### src/cpu_clock_defines.vh
// Offsets, field positions and reset values of the CPU clock block
`ifndef CPU_CLOCK_DEFINES_VH
`define CPU_CLOCK_DEFINES_VH

`define ADDR_BUS_CONFIG 4'h0
`define ADDR_RESET_CONFIG 4'h4
`define ADDR_CYCLE_LEN 4'h8
`define ADDR_CYCLE_CTRL 4'hC

`define MCTC_LSB 0
`define MCTC_MSB 3
`define MTTC_BIT 4
`define ALECTL_LSB 5
`define ALECTL_MSB 6
`define BUS_CONFIG_RESET 7'h00
`define BUS_CONFIG_MASK 16'h007F

`define CLKMODE_MSB 7
`define CLKMODE_LSB 5
`define CLKMODE_PRESCALE_BIT 7

`define CTRL_START_BIT 0
`define CTRL_BUSY_BIT 1

`define BASE_CYCLE_TCL 6'h06
`define MCTC_MAX 6'h0F
`define MTTC_MAX 6'h01
`define LOAD_DELAY 2'h3

`endif

### src/bit_sync.v
// Two-stage synchroniser for pin inputs
`timescale 1ns/1ps
module bit_sync #(
    parameter WIDTH = 1
) (
    input wire clock,
    input wire rstn,
    input wire [WIDTH-1:0] async_in,
    output reg [WIDTH-1:0] sync_out
);
    reg [WIDTH-1:0] meta_r;

    always @(posedge clock or negedge rstn)
    begin
        if (!rstn)
        begin
            meta_r <= {WIDTH{1'b0}};
            sync_out <= {WIDTH{1'b0}};
        end
        else
        begin
            meta_r <= async_in;
            sync_out <= meta_r;
        end
    end
endmodule

### src/cpu_clock_ctrl.v
// CPU clock mode selection and external bus cycle length
`timescale 1ns/1ps
`include "cpu_clock_defines.vh"

// Notes on behaviour
// - The clock generation mode is taken from bits 7 to 5 of the reset configuration register.
// - After a long hardware reset that register is loaded from the upper port 0 pins.
// - With the top mode bit clear the CPU clock follows the oscillator directly, PLL off.
// - Every CPU clock edge, rising or falling, is a half-clock tick that advances operations.
// - In direct mode two consecutive half-clock periods always make one oscillator period.
// - Latch extension, waitstate and tristate terms come from the bus configuration fields.
// - Extension is the extend count, waitstates 2 x (15 - cycle), tristate 2 x (1 - field).
// - A bus cycle lasts 6 half-clocks plus twice the extension plus waitstates plus tristate.
module cpu_clock_ctrl (
    input wire clock,
    input wire rstn,
    input wire osc_pin,
    input wire [7:0] port0_upper_half,
    input wire [3:0] reg_addr,
    input wire [15:0] reg_wdata,
    input wire reg_wr,
    input wire reg_rd,
    output reg [15:0] reg_rdata_r,
    output reg cpu_clk_r,
    output reg half_tick_r,
    output reg pll_enable_r,
    output reg [2:0] clock_mode_select_r,
    output reg [5:0] cycle_len_r,
    output reg cycle_busy_r,
    output reg cycle_done_r
);
    // Cycle length in half-clock periods from the bus configuration fields
    function [5:0] cycle_len;
        input [1:0] alectl;
        input [3:0] mctc;
        input mttc;
        reg [5:0] ext;
        reg [5:0] wait_t;
        reg [5:0] tri_t;
        begin
            ext = {4'h0, alectl};
            wait_t = (`MCTC_MAX - {2'h0, mctc}) << 1;
            tri_t = (`MTTC_MAX - {5'h00, mttc}) << 1;
            cycle_len = `BASE_CYCLE_TCL + (ext << 1) + wait_t + tri_t;
        end
    endfunction

    wire osc_sync;
    wire [7:0] port0_sync;
    reg osc_prev_r;
    reg [7:0] reset_config_upper_r;
    reg [1:0] load_cnt_r;
    reg load_done_r;
    reg [6:0] bus_config_regs_r;
    reg [5:0] tick_cnt_r;
    wire prescale;
    wire osc_rise;
    wire osc_edge;
    wire tick_nxt;
    wire [5:0] len_nxt;

    bit_sync #(.WIDTH(1)) u_osc_sync (
        .clock(clock),
        .rstn(rstn),
        .async_in(osc_pin),
        .sync_out(osc_sync)
    );

    bit_sync #(.WIDTH(8)) u_port_sync (
        .clock(clock),
        .rstn(rstn),
        .async_in(port0_upper_half),
        .sync_out(port0_sync)
    );

    // prescale from the top mode bit
    assign prescale = reset_config_upper_r[`CLKMODE_PRESCALE_BIT];
    assign osc_rise = osc_sync & ~osc_prev_r;
    // Against the CPU clock, so a pin already high at strap load still ticks
    assign osc_edge = osc_sync ^ cpu_clk_r;
    // each CPU edge is a tick
    assign tick_nxt = load_done_r & (prescale ? osc_rise : osc_edge);
    assign len_nxt = cycle_len(bus_config_regs_r[`ALECTL_MSB:`ALECTL_LSB],
                               bus_config_regs_r[`MCTC_MSB:`MCTC_LSB],
                               bus_config_regs_r[`MTTC_BIT]);

    // Strap capture waits for the synchroniser to fill after release
    always @(posedge clock or negedge rstn)
    begin
        if (!rstn)
        begin
            load_cnt_r <= `LOAD_DELAY;
            load_done_r <= 1'b0;
            reset_config_upper_r <= 8'h00;
        end
        else if (!load_done_r)
        begin
            load_cnt_r <= load_cnt_r - 2'h1;
            if (load_cnt_r == 2'h0)
            begin
                reset_config_upper_r <= port0_sync;
                load_done_r <= 1'b1;
            end
        end
    end

    always @(posedge clock or negedge rstn)
    begin
        if (!rstn)
        begin
            osc_prev_r <= 1'b0;
            cpu_clk_r <= 1'b0;
            half_tick_r <= 1'b0;
            pll_enable_r <= 1'b0;
            clock_mode_select_r <= 3'h0;
        end
        else
        begin
            osc_prev_r <= osc_sync;
            half_tick_r <= tick_nxt;
            clock_mode_select_r <= reset_config_upper_r[`CLKMODE_MSB:`CLKMODE_LSB];
            // PLL stays off in direct mode
            pll_enable_r <= 1'b0;
            if (load_done_r)
            begin
                if (prescale)
                begin
                    if (osc_rise)
                        cpu_clk_r <= ~cpu_clk_r;
                end
                else
                begin
                    // follow oscillator, high plus low is one period
                    cpu_clk_r <= osc_sync;
                end
            end
        end
    end

    // Bus cycle timer counts half-clock ticks; a start while busy is ignored
    always @(posedge clock or negedge rstn)
    begin
        if (!rstn)
        begin
            bus_config_regs_r <= `BUS_CONFIG_RESET;
            cycle_len_r <= 6'h00;
            cycle_busy_r <= 1'b0;
            cycle_done_r <= 1'b0;
            tick_cnt_r <= 6'h00;
        end
        else
        begin
            cycle_len_r <= len_nxt;
            cycle_done_r <= 1'b0;
            if (reg_wr && reg_addr == `ADDR_BUS_CONFIG)
                bus_config_regs_r <= reg_wdata[6:0];
            if (cycle_busy_r)
            begin
                if (half_tick_r)
                begin
                    // end after full length of ticks
                    if (tick_cnt_r == cycle_len_r - 6'h01)
                    begin
                        cycle_busy_r <= 1'b0;
                        cycle_done_r <= 1'b1;
                        tick_cnt_r <= 6'h00;
                    end
                    else
                        tick_cnt_r <= tick_cnt_r + 6'h01;
                end
            end
            else if (reg_wr && reg_addr == `ADDR_CYCLE_CTRL && reg_wdata[`CTRL_START_BIT])
            begin
                cycle_busy_r <= 1'b1;
                tick_cnt_r <= 6'h00;
            end
        end
    end

    // Read data valid in the cycle after the strobe only
    always @(posedge clock or negedge rstn)
    begin
        if (!rstn)
            reg_rdata_r <= 16'h0000;
        else if (reg_rd)
        begin
            case (reg_addr)
                `ADDR_BUS_CONFIG: reg_rdata_r <= {9'h000, bus_config_regs_r};
                `ADDR_RESET_CONFIG: reg_rdata_r <= {8'h00, reset_config_upper_r};
                `ADDR_CYCLE_LEN: reg_rdata_r <= {10'h000, cycle_len_r};
                `ADDR_CYCLE_CTRL: reg_rdata_r <= {14'h0000, cycle_busy_r, 1'b0};
                default: reg_rdata_r <= 16'h0000;
            endcase
        end
        else
            reg_rdata_r <= 16'h0000;
    end
endmodule

### config.mk
export PLATFORM = sky130hd
export DESIGN_NAME = cpu_clock_ctrl
export DESIGN_NICKNAME = d
export VERILOG_FILES = /design/src/bit_sync.v /design/src/cpu_clock_ctrl.v
export VERILOG_INCLUDE_DIRS = /design/src
export SDC_FILE = /design/constraint.sdc
export NUM_CORES = 1
export LEC_CHECK = 0
export BUFFER_PORTS_ARGS = -buffer_cell sky130_fd_sc_hd__buf_2
export CORE_MARGIN = 2
export CORE_UTILIZATION = 29
export CTS_CLUSTER_DIAMETER = 30
export DETAILED_ROUTE_END_ITERATION = 7
export HOLD_SLACK_MARGIN = 0.15
export PLACE_DENSITY = 0.54
export SLEW_MARGIN = 20
export SYNTH_ARGS = -nofsm -noshare
export SYNTH_HDL_FRONTEND = slang
export SYNTH_SLANG_ARGS = --single-unit
### constraint.sdc
create_clock -name clock -period 4.1 [get_ports clock]
set_input_delay 0.205 -clock clock [delete_from_list [all_inputs] [get_ports clock]]
set_output_delay 0.205 -clock clock [all_outputs]
set_load 0.03 [all_outputs]
=== Word level (Yosys, flattened, before mapping) ===
Index checks and enable logic that the tools add are counted.

* Bits in registers: 64
* Input bits: 33
* Output and inout port bits: 30
* Logic and storage cells: 64

* $add $sub $neg: 8
* Equal/unequal tests: 6
* Mux-type cells: 18
* Bitwise operators: 6
* Reductions and logical operators: 9

{| class="wikitable"
|+ Operator list
! kind !! number
|-
| one-hot mux 8 bit (4 select lines) || 1
|-
| 2-to-1 mux 6 bit || 4
|-
| 2-to-1 mux 1 bit || 12
|-
| equality test 4 bit, second input constant || 2
|-
| 2-to-1 mux 8 bit || 1
|-
| adder 4 x 6 -> 6 bit || 1
|-
| adder 6 x 1 -> 6 bit, second input constant || 1
|-
| adder 6 bit || 1
|-
| equality test 6 bit || 1
|-
| AND reduction 2 bit || 3
|-
| subtractor 6 x 1 -> 6 bit, second input constant || 1
|-
| subtractor 4 x 4 -> 5 bit, first input constant || 1
|-
| adder 3 x 3 -> 4 bit, first input constant || 1
|-
| equality test 4 x 3 -> 1 bit, second input constant || 1
|-
| zero test 4 bit || 1
|-
| logical AND 1 bit || 3
|-
| NOT 1 bit || 3
|-
| AND 1 bit || 2
|-
| zero test 2 bit || 1
|-
| != test 2 x 1 -> 1 bit, second input constant || 1
|-
| != test 2 bit, second input constant || 1
|-
| nonzero test 2 bit || 1
|-
| subtractor 1 x 1 -> 2 bit, first input constant || 1
|-
| subtractor 2 x 1 -> 2 bit, second input constant || 1
|-
| XOR 1 bit || 1
|}

=== Depth between registers and ports, before layout ===
* Word-level depth: 5
* Gate-level depth with buffers: 7
* Depth with buffers taken out: 7

=== Hierarchy ===
Synthesis repeated with hierarchy kept, for this count alone.

* Cells, all modules: 207
* Area total of the unflattened synthesis: 2605.0 um^2

{| class="wikitable"
|+ Modules (own cells, without submodules)
! module !! instances !! cells each !! area an instance (um^2) !! sequential area each (um^2)
|-
| cpu_clock_ctrl || 1 || 189 || 2154.6 || 1128.6
|-
| bit_sync (u_port_sync) || 1 || 16 || 400.4 || 400.4
|-
| bit_sync (u_osc_sync) || 1 || 2 || 50.0 || 50.0
|}

=== Worst setup path before layout ===
No wires, ideal clock.

* Path type: flip-flop to flip-flop
* Start point: reg cycle_len_r[1]
* End point: reg tick_cnt_r[2]
* Setup time: 0.126 ns
* Arrival: 1.884 ns
* Setup slack: 2.090 ns
* Cell stages (with the launch flop): 8
* Cells stage by stage: dfrtp_1 inv_1 ha_1 nand2b_1 o211a_1 o31ai_4 a21oi_2 a221o_1

* Cells in the longest elaborated chain, start to end: 5

{| class="wikitable"
|+ Ends and longest elaborated chain
! item !! line !! source
|-
| start: declaration || cpu_clock_ctrl.v:28 || <nowiki>output reg [5:0] cycle_len_r,</nowiki>
|-
| start signal: assignment || cpu_clock_ctrl.v:153 || <nowiki>cycle_len_r <= len_nxt;</nowiki>
|-
| subtractor 6 x 1 -> 6 bit || cpu_clock_ctrl.v:162 || <nowiki>if (tick_cnt_r == cycle_len_r - 6'h01)</nowiki>
|-
| equality test 6 bit || cpu_clock_ctrl.v:162 ||
|-
| 2-to-1 mux 6 bit || cpu_clock_ctrl.v:162 ||
|-
| 2-to-1 mux 6 bit || cpu_clock_ctrl.v:159 || <nowiki>if (half_tick_r)</nowiki>
|-
| 2-to-1 mux 6 bit || cpu_clock_ctrl.v:157 || <nowiki>if (cycle_busy_r)</nowiki>
|-
| end signal: assignment || cpu_clock_ctrl.v:169 || <nowiki>tick_cnt_r <= tick_cnt_r + 6'h01;</nowiki>
|-
| end: declaration || cpu_clock_ctrl.v:55 || <nowiki>reg [5:0] tick_cnt_r;</nowiki>
|}

No other way between the ends. The select of a mux whose other input is x is not followed.
A chain may end at the register's enable or synchronous reset.

=== Worst setup path after layout ===
Same ends and word-level chain as after synthesis.

==> metrics <==
outcome finished clean; period utilisation layout 0.495; Core Region 8760 sq um; Total GRT Usage 0.109; die width 99.2 microns; Synth Register Bits 63; WHS 0.207 ns; first-pass GRT wire length 8220 microns; syn avg cell area 12.6 sq um; Slowest cell on crit path dfrtp_1; Routed Antenna Nets 0; worst path cell trace inv_1 -> ha_1 -> nand2b_1 -> o211a_1 -> o31ai_4 -> a21oi_2 -> a221o_1; Boundary Pins 63; post-synth top area share 0.581; sequential area share after synthesis 0.601; die area 9840 sq um; clock skew 0.00697 ns; area grow syn2layout 27.0%; Clock transition at path regs 0.07 ns; max-slew violation count 0; CP Launch Type flop; Synth Area in XOR/XNOR 0.0367; Mapped Area 2630 sq um; setup violators final 0; nets@finish 317; CTS tree done; Crit Path Max Fanout 7; min cycle time layout 2.03 ns; Max Freq 0.493 GHz; IR Drop Worst-Case VDD 0.195 mV; Simple-Gate Fraction of Synth Area 0.0900; Longest Clk Path Bufs 2; Post-Synth Adder-Cell Area 0.0381; RSZ-0062 raised after global routing false; Final Hold Vio Count 0; port buffer count 43; asr flop ratio synth 1.00; routed len/inst 12.5 microns; Post-synth EDFFs 0; largest family of logic cells by synthesized area multiplexers; layout cells sized above 1 0.299; clk_lat worst skew 0.33 ns; CP Data Arrival Time 2.25 ns; HP Class in2reg; Hold Path Stages 2; kind of critical path reg2reg; GR Overflow Total 0; H-tree depth 3; clk sink count 63; vias in the first global route 1669; leak pwr 1.69 nW; DR pass1 iterations 4; antenna violations before repair 0; PD cells 565 nW/um^2; die height 99.2 microns; CTS root buffer clkbuf_8; MaxCap Viol Count 0; Post-Synthesis Cells 208; total power 0.00189 W; Distinct cells, synth 39; crit end category flop; Post-route DRC 0; Compound-Gate Fraction of Synth Area 0.0810; Total Wirelength 4870 microns; most frequent cell after synthesis dfrtp_1; Max-Slew Margin vs Limit 0.490; HPWL Detailed 3450 microns; final core occ 0.381; total CTS buffers 9; pin count of the biggest net entering global routing 64; Starting Density 0.300; Yosys warnings 0; mux contribution to synthesized area 0.0957; Worst-Margin Slew 0.765 ns; vias 1648; Synth Flop Type dfrtp_1; drt first-iter violations 81; top post-synthesis cells by area dfrtp_1 58%, mux2_2 6.4%, ha_1 3.8%, buf_4 2.9%, xor2_1 2.3%; filler instances 868; Rows 34; ant diodes 0; RD Place Congestion 0.811; setup TNS 0 ns; required time of the critical path 4.32 ns; via/cell ratio 4.24; CP peak stage delay 0.45 ns; top cells by count, synth 61 x dfrtp_1, 15 x inv_1, 15 x mux2_2, 12 x nor2_1; Worst Reg2Reg Path Length in Cells 7; post-synth top area cell dfrtp_1
==> placed cells by master, fill, tap and decap left out, types with 4 or more instances in the layout <==
cell type / instances
nor2_1: 12
xor2_1: 7
nand2_1: 10
dlygate4sd3_1: 18
inv_1: 15
xnor2_1: 4
nor3_1: 4
clkbuf_8: 10
ha_1: 8
o21ai_0: 4
nand3_1: 6
a21oi_1: 8
conb_1: 10
dfrtp_1: 61
mux2i_1: 6
buf_2: 43
mux2_2: 15
==> worst max-delay path, delay by kind of cell, from the launching register on <==
| family | cells | cell delay [ns] |
|---|---|---|
| buffers and inverters | 1 | 0.07 |
| AO/OA/AOI/OAI | 4 | 0.97 |
| flip-flops | 1 | 0.45 |
| adder cells (fa/ha/maj) | 1 | 0.24 |
| AND/OR/NAND/NOR | 1 | 0.17 |
==> layer usage <==
layer | routed length [microns] | vias to the layer above | GRT usage | part of all wire
met3 | 233 | 8 | 0.0267 | 0.048
met1 | 2300 | 772 | 0.141 | 0.47
met2 | 2240 | 40 | 0.168 | 0.46
met5 | 0 | - | 0 | 0
met4 | 97 | 0 | 0.0580 | 0.020
li1 | - | 828 | - | -
==> power by group <==
part	internal, W	switching, W	total (W)
clock	0.000362	0.000248	0.000610
combinational	0.000207	0.000281	0.000488
sequential	0.000699	0.0000880	0.000787
total	0.00127	0.000617	0.00189
==> per-stage QoR <==
step	worst slack [ns]	instance area (sq um)	std cells
finish	2.07	3340	389
global route	1.93	3340	389
CTS	2.05	3340	389
detailed placement	2.07	2930	355
global placement	2.09	2930	355
floorplan	2.09	2660	217
==> state kept, by name (all words and copies together) (netlist names) <==
signal,cells
half_tick_r,1
bus_config_regs_r,7
u_osc_sync.sync_out,1
load_cnt_r,2
osc_prev_r,1
u_port_sync.sync_out,8
u_osc_sync.meta_r,1
reg_rdata_r,8
u_port_sync.meta_r,8
clock_mode_select_r,3
cpu_clk_r,1
cycle_len_r,5
load_done_r,1
cycle_busy_r,1
tick_cnt_r,6
cycle_done_r,1
reset_config_upper_r,8
==> timing repair <==
item	4_1_cts	5_1_grt
endpoints found under the hold margin	78	0
gates resized for setup	0	0
hold buffers	18	0
buffers inserted	0	0
==> final timing paths <==
kind / startpoint / endpoint / slack [ns]
setup / recovery: cycle_len_r[1] / tick_cnt_r[2] / 2.07
hold / removal: reg_addr[3] / reg_rdata_r[7] / 0.21
setup reg to reg: cycle_len_r[1] / tick_cnt_r[2] / 2.07
hold reg to reg: u_osc_sync.meta_r / u_osc_sync.sync_out / 0.35
max in group asynchronous: rstn / osc_prev_r / 3.04
min in group asynchronous: rstn / u_port_sync.meta_r[2] / 0.56
==> kinds of logic after synthesis <==
kind of cell	count (synthesis)
AOI/OAI and AO/OA	28
and+or+nand+nor	46
xor gates and xnor gates	11
buffers and inverters	29
DFF	63
muxes	22
other	1
adders and majority gates	8
==> final cells by class <==
type                            count  area (sq um)  share of cell area
Clock inverter                      6          92.6              0.0277
Clock buffer                       10           138              0.0412
Tap cell                          108           135              0.0405
Inverter                           15          56.3              0.0169
Sequential cell                    63          1580               0.473
Multi-Input combinational cell    125           935               0.280
Timing Repair Buffer               62           403               0.121
(Power assumes the default switching activity.)
